[src/rtl/clkrst_consts.svh]
// Constants for the clock, reset and watchdog controller.
`ifndef CLKRST_CONSTS_SVH
`define CLKRST_CONSTS_SVH
`define FREQ_RESET_MHZ 6'h18
`define FREQ_MIN_MHZ 6'h03
`define FREQ_MAX_MHZ 6'h30
`define THRESH_MIN_DV 6'h12
`define THRESH_MAX_DV 6'h2d
`define RST_HOLD_CYC 4'hf
`define NUM_DIV 12
`define NUM_HALF_DIV 2
`define FIRST_HALF_DIV 4'ha
`define NUM_OUT_CLK 16
`define CAUSE_POR 0
`define CAUSE_EXT 1
`define CAUSE_SW 2
`define CAUSE_WDT 3
`define CAUSE_BROWNOUT 4
`endif

[src/rtl/clkrst_pkg.sv]
// Types shared by the clock, reset and watchdog controller.
package clkrst_pkg;
    typedef enum logic [2:0] {
        SRC_MAIN = 3'b000,
        SRC_LOW_SPEED = 3'b001,
        SRC_FAST_XTAL = 3'b010,
        SRC_WATCH_XTAL = 3'b011,
        SRC_PIN = 3'b100
    } clk_src_t;
    typedef enum logic [1:0] {
        SW_RUN = 2'b00,
        SW_WAIT_OLD = 2'b01,
        SW_WAIT_NEW = 2'b10
    } sw_state_t;
    typedef enum logic [2:0] {
        PM_ACTIVE = 3'b000,
        PM_SLEEP = 3'b001,
        PM_DEEP_SLEEP = 3'b010,
        PM_HIBERNATE = 3'b011,
        PM_STOP = 3'b100
    } pmode_t;
endpackage

[src/rtl/clock_reset_watchdog_control.sv]
// Clock selection, dividers, watchdog, reset collection and power supervision.
`timescale 1ns/1ps
`include "clkrst_consts.svh"
module clock_reset_watchdog_control
    import clkrst_pkg::*;
(
    input wire logic ref_clk_in,
    input wire logic arst_n_in,
    input wire logic [4:0] osc_level_in,
    input wire logic [2:0] clk_sel_in,
    output logic sys_clk_out,
    output logic [2:0] clk_src_out,
    output logic clk_switching_out,
    input wire logic freq_wr_in,
    input wire logic [5:0] freq_val_in,
    output logic [5:0] freq_out,
    input wire logic [7:0] nonvolatile_trim_latches_in,
    input wire logic flash_trim_wr_in,
    input wire logic [7:0] flash_trim_in,
    output logic [7:0] trim_out,
    input wire logic wdt_en_in,
    input wire logic wdt_src_in,
    input wire logic [15:0] wdt_limit_in,
    input wire logic wdt_clear_in,
    output logic [15:0] wdt_count_out,
    input wire logic external_reset_input_n_in,
    input wire logic sw_reset_in,
    input wire logic brownout_detector_in,
    input wire logic cause_clear_in,
    output logic sys_rst_n_out,
    output logic [4:0] reset_cause_out,
    input wire logic supply_ok_in,
    input wire logic [5:0] supply_level_in,
    input wire logic [5:0] supply_threshold_in,
    output logic supply_threshold_detector_irq_out,
    input wire logic mode_req_valid_in,
    input wire logic [2:0] mode_req_in,
    input wire logic wake_in,
    output logic [2:0] power_mode_out,
    input wire logic div_wr_in,
    input wire logic [3:0] div_idx_in,
    input wire logic [15:0] div_val_in,
    input wire logic div_half_in,
    input wire logic route_wr_in,
    input wire logic [3:0] route_idx_in,
    input wire logic [3:0] route_src_in,
    input wire logic [3:0] ana_sel_in,
    output logic ana_clk_out,
    output logic [15:0] div_clk_out
);

    // ****************************************
    // State
    // ****************************************
    typedef struct packed {
        logic [4:0] osc_s1;
        logic [4:0] osc_s2;
        logic [4:0] osc_s3;
        logic [1:0] pin_s1;
        logic [1:0] pin_s2;
        sw_state_t sw;
        logic switching;
        logic [2:0] cur;
        logic gate;
        logic sys_clk;
        logic [5:0] freq;
        logic [7:0] trim;
        logic trim_done;
        logic [15:0] wdt_cnt;
        logic wdt_fire;
        logic [3:0] rst_cnt;
        logic sys_rst_n;
        logic [4:0] cause;
        pmode_t mode;
        logic below_threshold;
        logic threshold_irq;
        logic [11:0][15:0] div_val;
        logic [1:0] half;
        logic [1:0] phase;
        logic [11:0][15:0] cnt;
        logic [11:0] tick;
        logic [15:0][3:0] route;
        logic [3:0] ana_sel;
        logic ana_clk;
        logic [15:0] dig_clk;
    } state_t;

    state_t q;
    state_t d;

    function automatic logic [5:0] clamp6(input logic [5:0] v, input logic [5:0] lo, input logic [5:0] hi);
        clamp6 = (v < lo) ? lo : ((v > hi) ? hi : v);
    endfunction

    // Returns the tick flag above the next count value.
    function automatic logic [16:0] div_step(input logic [15:0] c, input logic [15:0] v, input logic ext);
        logic [16:0] lim;
        lim = {1'b0, v} + {16'h0000, ext};
        if (({1'b0, c} >= lim) || (c == 16'hffff))
        begin
            div_step = {1'b1, 16'h0000};
        end
        else
        begin
            div_step = {1'b0, c + 16'h0001};
        end
    endfunction

    // ****************************************
    // Next state
    // ****************************************
    always_comb
    begin
        logic [16:0] st;
        logic ext;
        logic [2:0] wsrc;
        logic rst_req;
        st = '0;
        ext = 1'b0;
        wsrc = SRC_LOW_SPEED;
        rst_req = 1'b0;
        d = q;
        // Only the second stage and later are read by the logic.
        d.osc_s1 = osc_level_in;
        d.osc_s2 = q.osc_s1;
        d.osc_s3 = q.osc_s2;
        d.pin_s1 = {brownout_detector_in, external_reset_input_n_in};
        d.pin_s2 = q.pin_s1;

        // Break before make: the old source is gated at its low phase, the new one
        // is ungated at its own low phase, so no partial high level ever leaves.
        case (q.sw)
            SW_RUN:
            begin
                if ((clk_sel_in != q.cur) && (clk_sel_in <= SRC_PIN))
                begin
                    d.sw = SW_WAIT_OLD;
                end
            end
            SW_WAIT_OLD:
            begin
                if (!q.osc_s2[q.cur])
                begin
                    d.gate = 1'b0;
                    d.cur = clk_sel_in;
                    d.sw = SW_WAIT_NEW;
                end
            end
            SW_WAIT_NEW:
            begin
                if (!q.osc_s2[q.cur])
                begin
                    d.gate = 1'b1;
                    d.sw = SW_RUN;
                end
            end
            default:
            begin
                d.sw = SW_RUN;
            end
        endcase
        d.switching = (d.sw != SW_RUN);
        d.sys_clk = d.gate & q.osc_s2[d.cur];

        if (freq_wr_in)
        begin
            d.freq = clamp6(freq_val_in, `FREQ_MIN_MHZ, `FREQ_MAX_MHZ);
        end
        if (!q.trim_done)
        begin
            d.trim = nonvolatile_trim_latches_in;
            d.trim_done = 1'b1;
        end
        else if (flash_trim_wr_in)
        begin
            d.trim = flash_trim_in;
        end

        // Watchdog ticks on rising edges of the chosen slow oscillator.
        wsrc = wdt_src_in ? SRC_WATCH_XTAL : SRC_LOW_SPEED;
        d.wdt_fire = 1'b0;
        if (!wdt_en_in || wdt_clear_in || !q.sys_rst_n)
        begin
            d.wdt_cnt = 16'h0000;
        end
        else if (q.osc_s2[wsrc] && !q.osc_s3[wsrc])
        begin
            if (q.wdt_cnt >= wdt_limit_in)
            begin
                d.wdt_fire = 1'b1;
                d.wdt_cnt = 16'h0000;
            end
            else
            begin
                d.wdt_cnt = q.wdt_cnt + 16'h0001;
            end
        end

        // Cause bits: a new event wins over a clear in the same cycle.
        if (cause_clear_in)
        begin
            d.cause = 5'h00;
        end
        if (!q.pin_s2[0])
        begin
            d.cause[`CAUSE_EXT] = 1'b1;
        end
        if (sw_reset_in)
        begin
            d.cause[`CAUSE_SW] = 1'b1;
        end
        if (q.wdt_fire)
        begin
            d.cause[`CAUSE_WDT] = 1'b1;
        end
        if (q.pin_s2[1])
        begin
            d.cause[`CAUSE_BROWNOUT] = 1'b1;
        end
        rst_req = !q.pin_s2[0] || sw_reset_in || q.wdt_fire || q.pin_s2[1];
        if (rst_req)
        begin
            d.sys_rst_n = 1'b0;
            d.rst_cnt = `RST_HOLD_CYC;
        end
        else if (q.rst_cnt != 4'h0)
        begin
            d.rst_cnt = q.rst_cnt - 4'h1;
        end
        else
        begin
            d.sys_rst_n = 1'b1;
        end

        // Threshold detector: one pulse per fall below the programmed level.
        d.below_threshold = supply_level_in < clamp6(supply_threshold_in, `THRESH_MIN_DV, `THRESH_MAX_DV);
        d.threshold_irq = d.below_threshold && !q.below_threshold;

        if (!q.sys_rst_n)
        begin
            d.mode = PM_ACTIVE;
        end
        else if (mode_req_valid_in && supply_ok_in && (mode_req_in <= PM_STOP))
        begin
            d.mode = pmode_t'(mode_req_in);
        end
        else if (wake_in && (q.mode != PM_STOP))
        begin
            d.mode = PM_ACTIVE;
        end

        if (div_wr_in && (div_idx_in < `NUM_DIV))
        begin
            d.div_val[div_idx_in] = div_val_in;
            if (div_idx_in >= `FIRST_HALF_DIV)
            begin
                d.half[1'(div_idx_in - `FIRST_HALF_DIV)] = div_half_in;
            end
        end
        for (int i = 0; i < `NUM_DIV; i++)
        begin
            ext = 1'b0;
            if (i >= `FIRST_HALF_DIV)
            begin
                ext = q.half[1'(i - `FIRST_HALF_DIV)] & q.phase[1'(i - `FIRST_HALF_DIV)];
            end
            st = div_step(q.cnt[i], q.div_val[i], ext);
            d.cnt[i] = st[15:0];
            d.tick[i] = st[16];
            if ((i >= `FIRST_HALF_DIV) && st[16])
            begin
                d.phase[1'(i - `FIRST_HALF_DIV)] = ~q.phase[1'(i - `FIRST_HALF_DIV)];
            end
        end
        if (route_wr_in)
        begin
            d.route[route_idx_in] = route_src_in;
        end
        d.ana_sel = ana_sel_in;
        // The analog output sees a tick one cycle before any digital output does.
        d.ana_clk = (q.ana_sel < `NUM_DIV) ? d.tick[q.ana_sel] : 1'b0;
        for (int k = 0; k < `NUM_OUT_CLK; k++)
        begin
            d.dig_clk[k] = (q.route[k] < `NUM_DIV) ? q.tick[q.route[k]] : 1'b0;
        end
    end

    // ****************************************
    // Registers
    // ****************************************
    // The cause record and trim load only on power-on, so other resets leave them.
    always_ff @(posedge ref_clk_in or negedge arst_n_in)
    begin
        if (!arst_n_in)
        begin
            q <= '0;
            q.freq <= `FREQ_RESET_MHZ;
            q.gate <= 1'b1;
            q.pin_s1 <= 2'b01;
            q.pin_s2 <= 2'b01;
            q.cause <= 5'h01;
            q.rst_cnt <= `RST_HOLD_CYC;
        end
        else
        begin
            q <= d;
        end
    end

    assign sys_clk_out = q.sys_clk;
    assign clk_src_out = q.cur;
    assign clk_switching_out = q.switching;
    assign freq_out = q.freq;
    assign trim_out = q.trim;
    assign wdt_count_out = q.wdt_cnt;
    assign sys_rst_n_out = q.sys_rst_n;
    assign reset_cause_out = q.cause;
    assign supply_threshold_detector_irq_out = q.threshold_irq;
    assign power_mode_out = q.mode;
    assign ana_clk_out = q.ana_clk;
    assign div_clk_out = q.dig_clk;
endmodule

[config.mk]
export PLATFORM = sky130hd
export DESIGN_NAME = clock_reset_watchdog_control
export DESIGN_NICKNAME = d
export VERILOG_FILES = /design/src/rtl/clkrst_pkg.sv /design/src/rtl/clock_reset_watchdog_control.sv
export VERILOG_INCLUDE_DIRS = /design/src /design/src/rtl
export SDC_FILE = /design/constraint.sdc
export NUM_CORES = 1
export LEC_CHECK = 0
export BUFFER_PORTS_ARGS = -buffer_cell sky130_fd_sc_hd__clkbuf_2
export CAP_MARGIN = 20
export CORE_UTILIZATION = 52
export DETAILED_ROUTE_END_ITERATION = 7
export PLACE_DENSITY = 0.8
export SETUP_SLACK_MARGIN = 0.05
export SKIP_LAST_GASP = 1
export SLEW_MARGIN = 20
export SYNTH_ARGS = -nofsm -noshare
export SYNTH_HDL_FRONTEND = slang
export SYNTH_SLANG_ARGS = --single-unit
[constraint.sdc]
create_clock -name ref_clk_in -period 7.7 [get_ports ref_clk_in]
set_clock_uncertainty 0.1 [all_clocks]
set_input_delay 1.54 -clock ref_clk_in [delete_from_list [all_inputs] [get_ports ref_clk_in]]
set_output_delay 1.54 -clock ref_clk_in [all_outputs]
set_load 0.02 [all_outputs]
==> qor.txt <==
Hold_ws: 0.2384 ns
CP dominant cell by count: ha_1
Post-synth net total: 3,194
Async set-reset flop share out of synthesis: 100.0%
Crit path launch: q[290]
Clock root cell: clkbuf_16
Yosys warns: 0
Status: finished, final reports clean
Placed cells: 3,642
CP Cell Sequence: and2_1 > ha_1 > ha_1 > nand2_1 > nor4_1 > nand3_1 > xor2_1 > ha_1 > o21ai_0 > or3_1 > o22ai_1 > nor4b_1 > nor2_2 > nor2_1 > o2bb2ai_1
R2R setup slack: 3.90 ns
Avg Cell Area, Syn: 10.58 um^2
CP endpoint kind: register
Endpoints failing setup: 0
Synth area leader: dfrtp_1
Post-synth top cells: dfrtp_1, nor2_1, ha_1
Core area: 0.05682 mm^2
Leak: 16.01 nW
# Post-CTS Setup Buffers: 0
Clk buf depth: 3
Slew Limit Fails: 0
Relative slew slack: 28.03%
# resized after CTS: 0
Post-synth top area share: 45.32%
Crit path capture: ana_clk_out
Met1 Routed Length: 28,070 um
Synth area leaders: dfrtp_1, ha_1, mux2_2
Met3 wire len: 3432 um
Count of state elements after synthesis: 556
Drt drc: 0
Die width: 242.8 um
Total global routing overflow: 0
Yosys cell types: 73
Total wire length: 64,490 um
DR WL/cell: 17.20 um
Global-route wire length before repair: 106,600 um
Largest net degree at the start of global routing: 178
Initial antenna violation count: 2
Fmax: 263.0 MHz
WP data arrival: 4.25 ns
Hold Crit Class: reg -> reg
Data required, critical path: 8.15 ns
CTS tree: built
Post-synth EDFFs: 0
DP Wirelength: 42,930 um
Min cycle time layout: 3.802 ns
VDD IR-drop max: 0.2204 mV
Worst r2r dst: ana_clk_out
Gr usage total: 22.14%
Seq/Total Area, Yosys: 46.19%
Post-Syn Instances: 2,849
Share of the core filled with cells: 58.62%
Worst Tran Pin Value: 1.079 ns
Startpoint types: register
Pwr/cell area: 270.6 mW/mm^2
Met2 wire length: 31,190 um
Mapped cell area: 0.03015 mm^2
Final Total Pwr: 9.012 mW
DIE AREA: 0.05894 mm^2
Worst-skew pair later-pin latency: 0.62 ns
GPL Wtd Cong: 0.8629
CP top delay family: simple AND/OR/NAND/NOR gates
CP max FO: 17
Routed Antenna Nets: 0
Vias in the first global route: 20.81k
DR top layer: met4
Cell with the most instances after synthesis: dfrtp_1
Reg clk slew, reported paths: 0.06 ns
Depth of the CTS H-tree: 2
Area growth, synth to finish: 10.48%
Largest stage delay, worst path: 0.65 ns
DR vias: 20.95k
R2R depth: 15
Period utilization: 49.37%
Setup TNS Final: 0 ns
# IOs: 172
Ys flop type: dfrtp_1
Hold Vio Cnt, Final: 0
Layout cells sized above 1: 18.65%
R2r startpoint: q[290]
Floorplan row count: 87
Unrepaired setup endpoints after global routing: false
Fill cells: 4,569
Final cell count without fillers: 3,749
IO buf count: 171
Routed vias/inst: 5.588
Slowest CP cell: nor2_2
# hold bufs at CTS: 0
Final net count: 3,290
Crit path depth: 15
Initial Utilization: 53.06%
Pre-antenna DRT Iters: 6
Inserted Clock Buffers: 57
Crit Path Category: reg -> reg
DRT iter0 DRCs: 1,288
Die Ht: 242.8 um
Crit path buffers/inverters: 0
Clock Sinks: 556
Max_cap viols: 0
==> where the power goes <==
part	leakage [nW]	switching, mW	internal, mW
Sequential	7.01	0.547	3.49
Clock	1.00	1.18	1.79
Combinational	8.00	1.02	0.990
Total	16.0	2.75	6.27
==> cells by family after synthesis <==
group / after synthesis / share of synthesized area (%)
and+or+nand+nor: 848 / 13.44
DFF: 556 / 46.19
buffers and inverters: 375 / 5.540
AOI/OAI and AO/OA: 354 / 7.147
muxes: 279 / 12.08
adders and majority gates: 235 / 9.753
xor gates and xnor gates: 201 / 5.839
other: 1 / 0.01244
==> final cells by class <==
cell class                      instances  area, um^2  area share, %
Multi-Input combinational cell       1918       14570          43.73
Sequential cell                       556       13930          41.81
Clock buffer                           84        1730          5.195
Timing Repair Buffer                  182       973.4          2.922
Tap cell                              756       945.9          2.840
Inverter                              230       863.3          2.592
Clock inverter                         22       300.3         0.9015
Antenna cell                            1       2.502       0.007513
==> placed cells by master, fill, tap and decap left out, types with 9 or more instances in the layout <==
cell       netlist  layout
nand3_1        117     117
inv_1          230     230
clkbuf_8         0      16
dfrtp_1        546     546
clkbuf_1        70       9
mux2i_1         32      32
nor2_1         303     301
mux4_2          48      48
nor2b_1         13      13
buf_4           57       9
nand2b_1        22      22
o21ai_0        144     144
xnor2_1         88      88
and4_1          14      14
a21oi_1         83      83
clkinv_2         0      10
nand4_1         53      53
xor2_1         113     113
clkbuf_2         0     170
clkbuf_16        0      59
nor3_1          22      22
nand3b_1        23      23
nor3b_1         17      17
and2_1          10      10
dfstp_2         10      10
nand2_1        179     179
ha_1           235     235
mux2_2         199     199
and3_1          46      46
a211oi_1        16      16
a21o_1          33      33
==> sequential cells by signal (all words and copies together) (netlist names) <==
signal,count
q,482
div_clk_out,16
wdt_count_out,16
d,12
trim_out,8
freq_out,6
reset_cause_out,5
clk_src_out,3
power_mode_out,3
ana_clk_out,1
clk_switching_out,1
supply_threshold_detector_irq_out,1
sys_clk_out,1
sys_rst_n_out,1
==> per-stage QoR <==
step                      cell area (um^2)  setup WS, ns
final                                33310         3.898
after global routing                 33310         3.503
after CTS                            33300         3.831
after detailed placement             31270         3.674
after global placement               31260         3.691
after floorplan                      30150         4.213
==> worst register-to-register path, cell delays in order (launching register included) <==
cell	delay [ns]
dfrtp_1	0.35
and2_1	0.13
ha_1	0.17
ha_1	0.23
nand2_1	0.09
nor4_1	0.45
nand3_1	0.16
xor2_1	0.17
ha_1	0.29
o21ai_0	0.10
or3_1	0.31
o22ai_1	0.16
nor4b_1	0.09
nor2_2	0.65
nor2_1	0.12
o2bb2ai_1	0.15
==> metal layers <==
metal  vias up  GRT usage (%)
met4         0          7.270
met3       123          3.140
li1       9984              -
met5         -              0
met1     10300          29.64
met2       542          37.02
==> how the worst min path moves through the flow <==
| stage | from | to | slack [ns] | cells after the start |
|---|---|---|---|---|
| floorplan | d[549] | d[544] | 0.23 | 0 |
| global placement | d[549] | d[544] | 0.23 | 0 |
| detailed placement | d[541] | q[541] | 0.24 | 0 |
| CTS | d[553] | d[548] | 0.24 | 0 |
| global route | d[553] | d[548] | 0.24 | 0 |
| finish | d[553] | d[548] | 0.24 | 0 |
No activity file was read; power rests on OpenSTA's default activity.
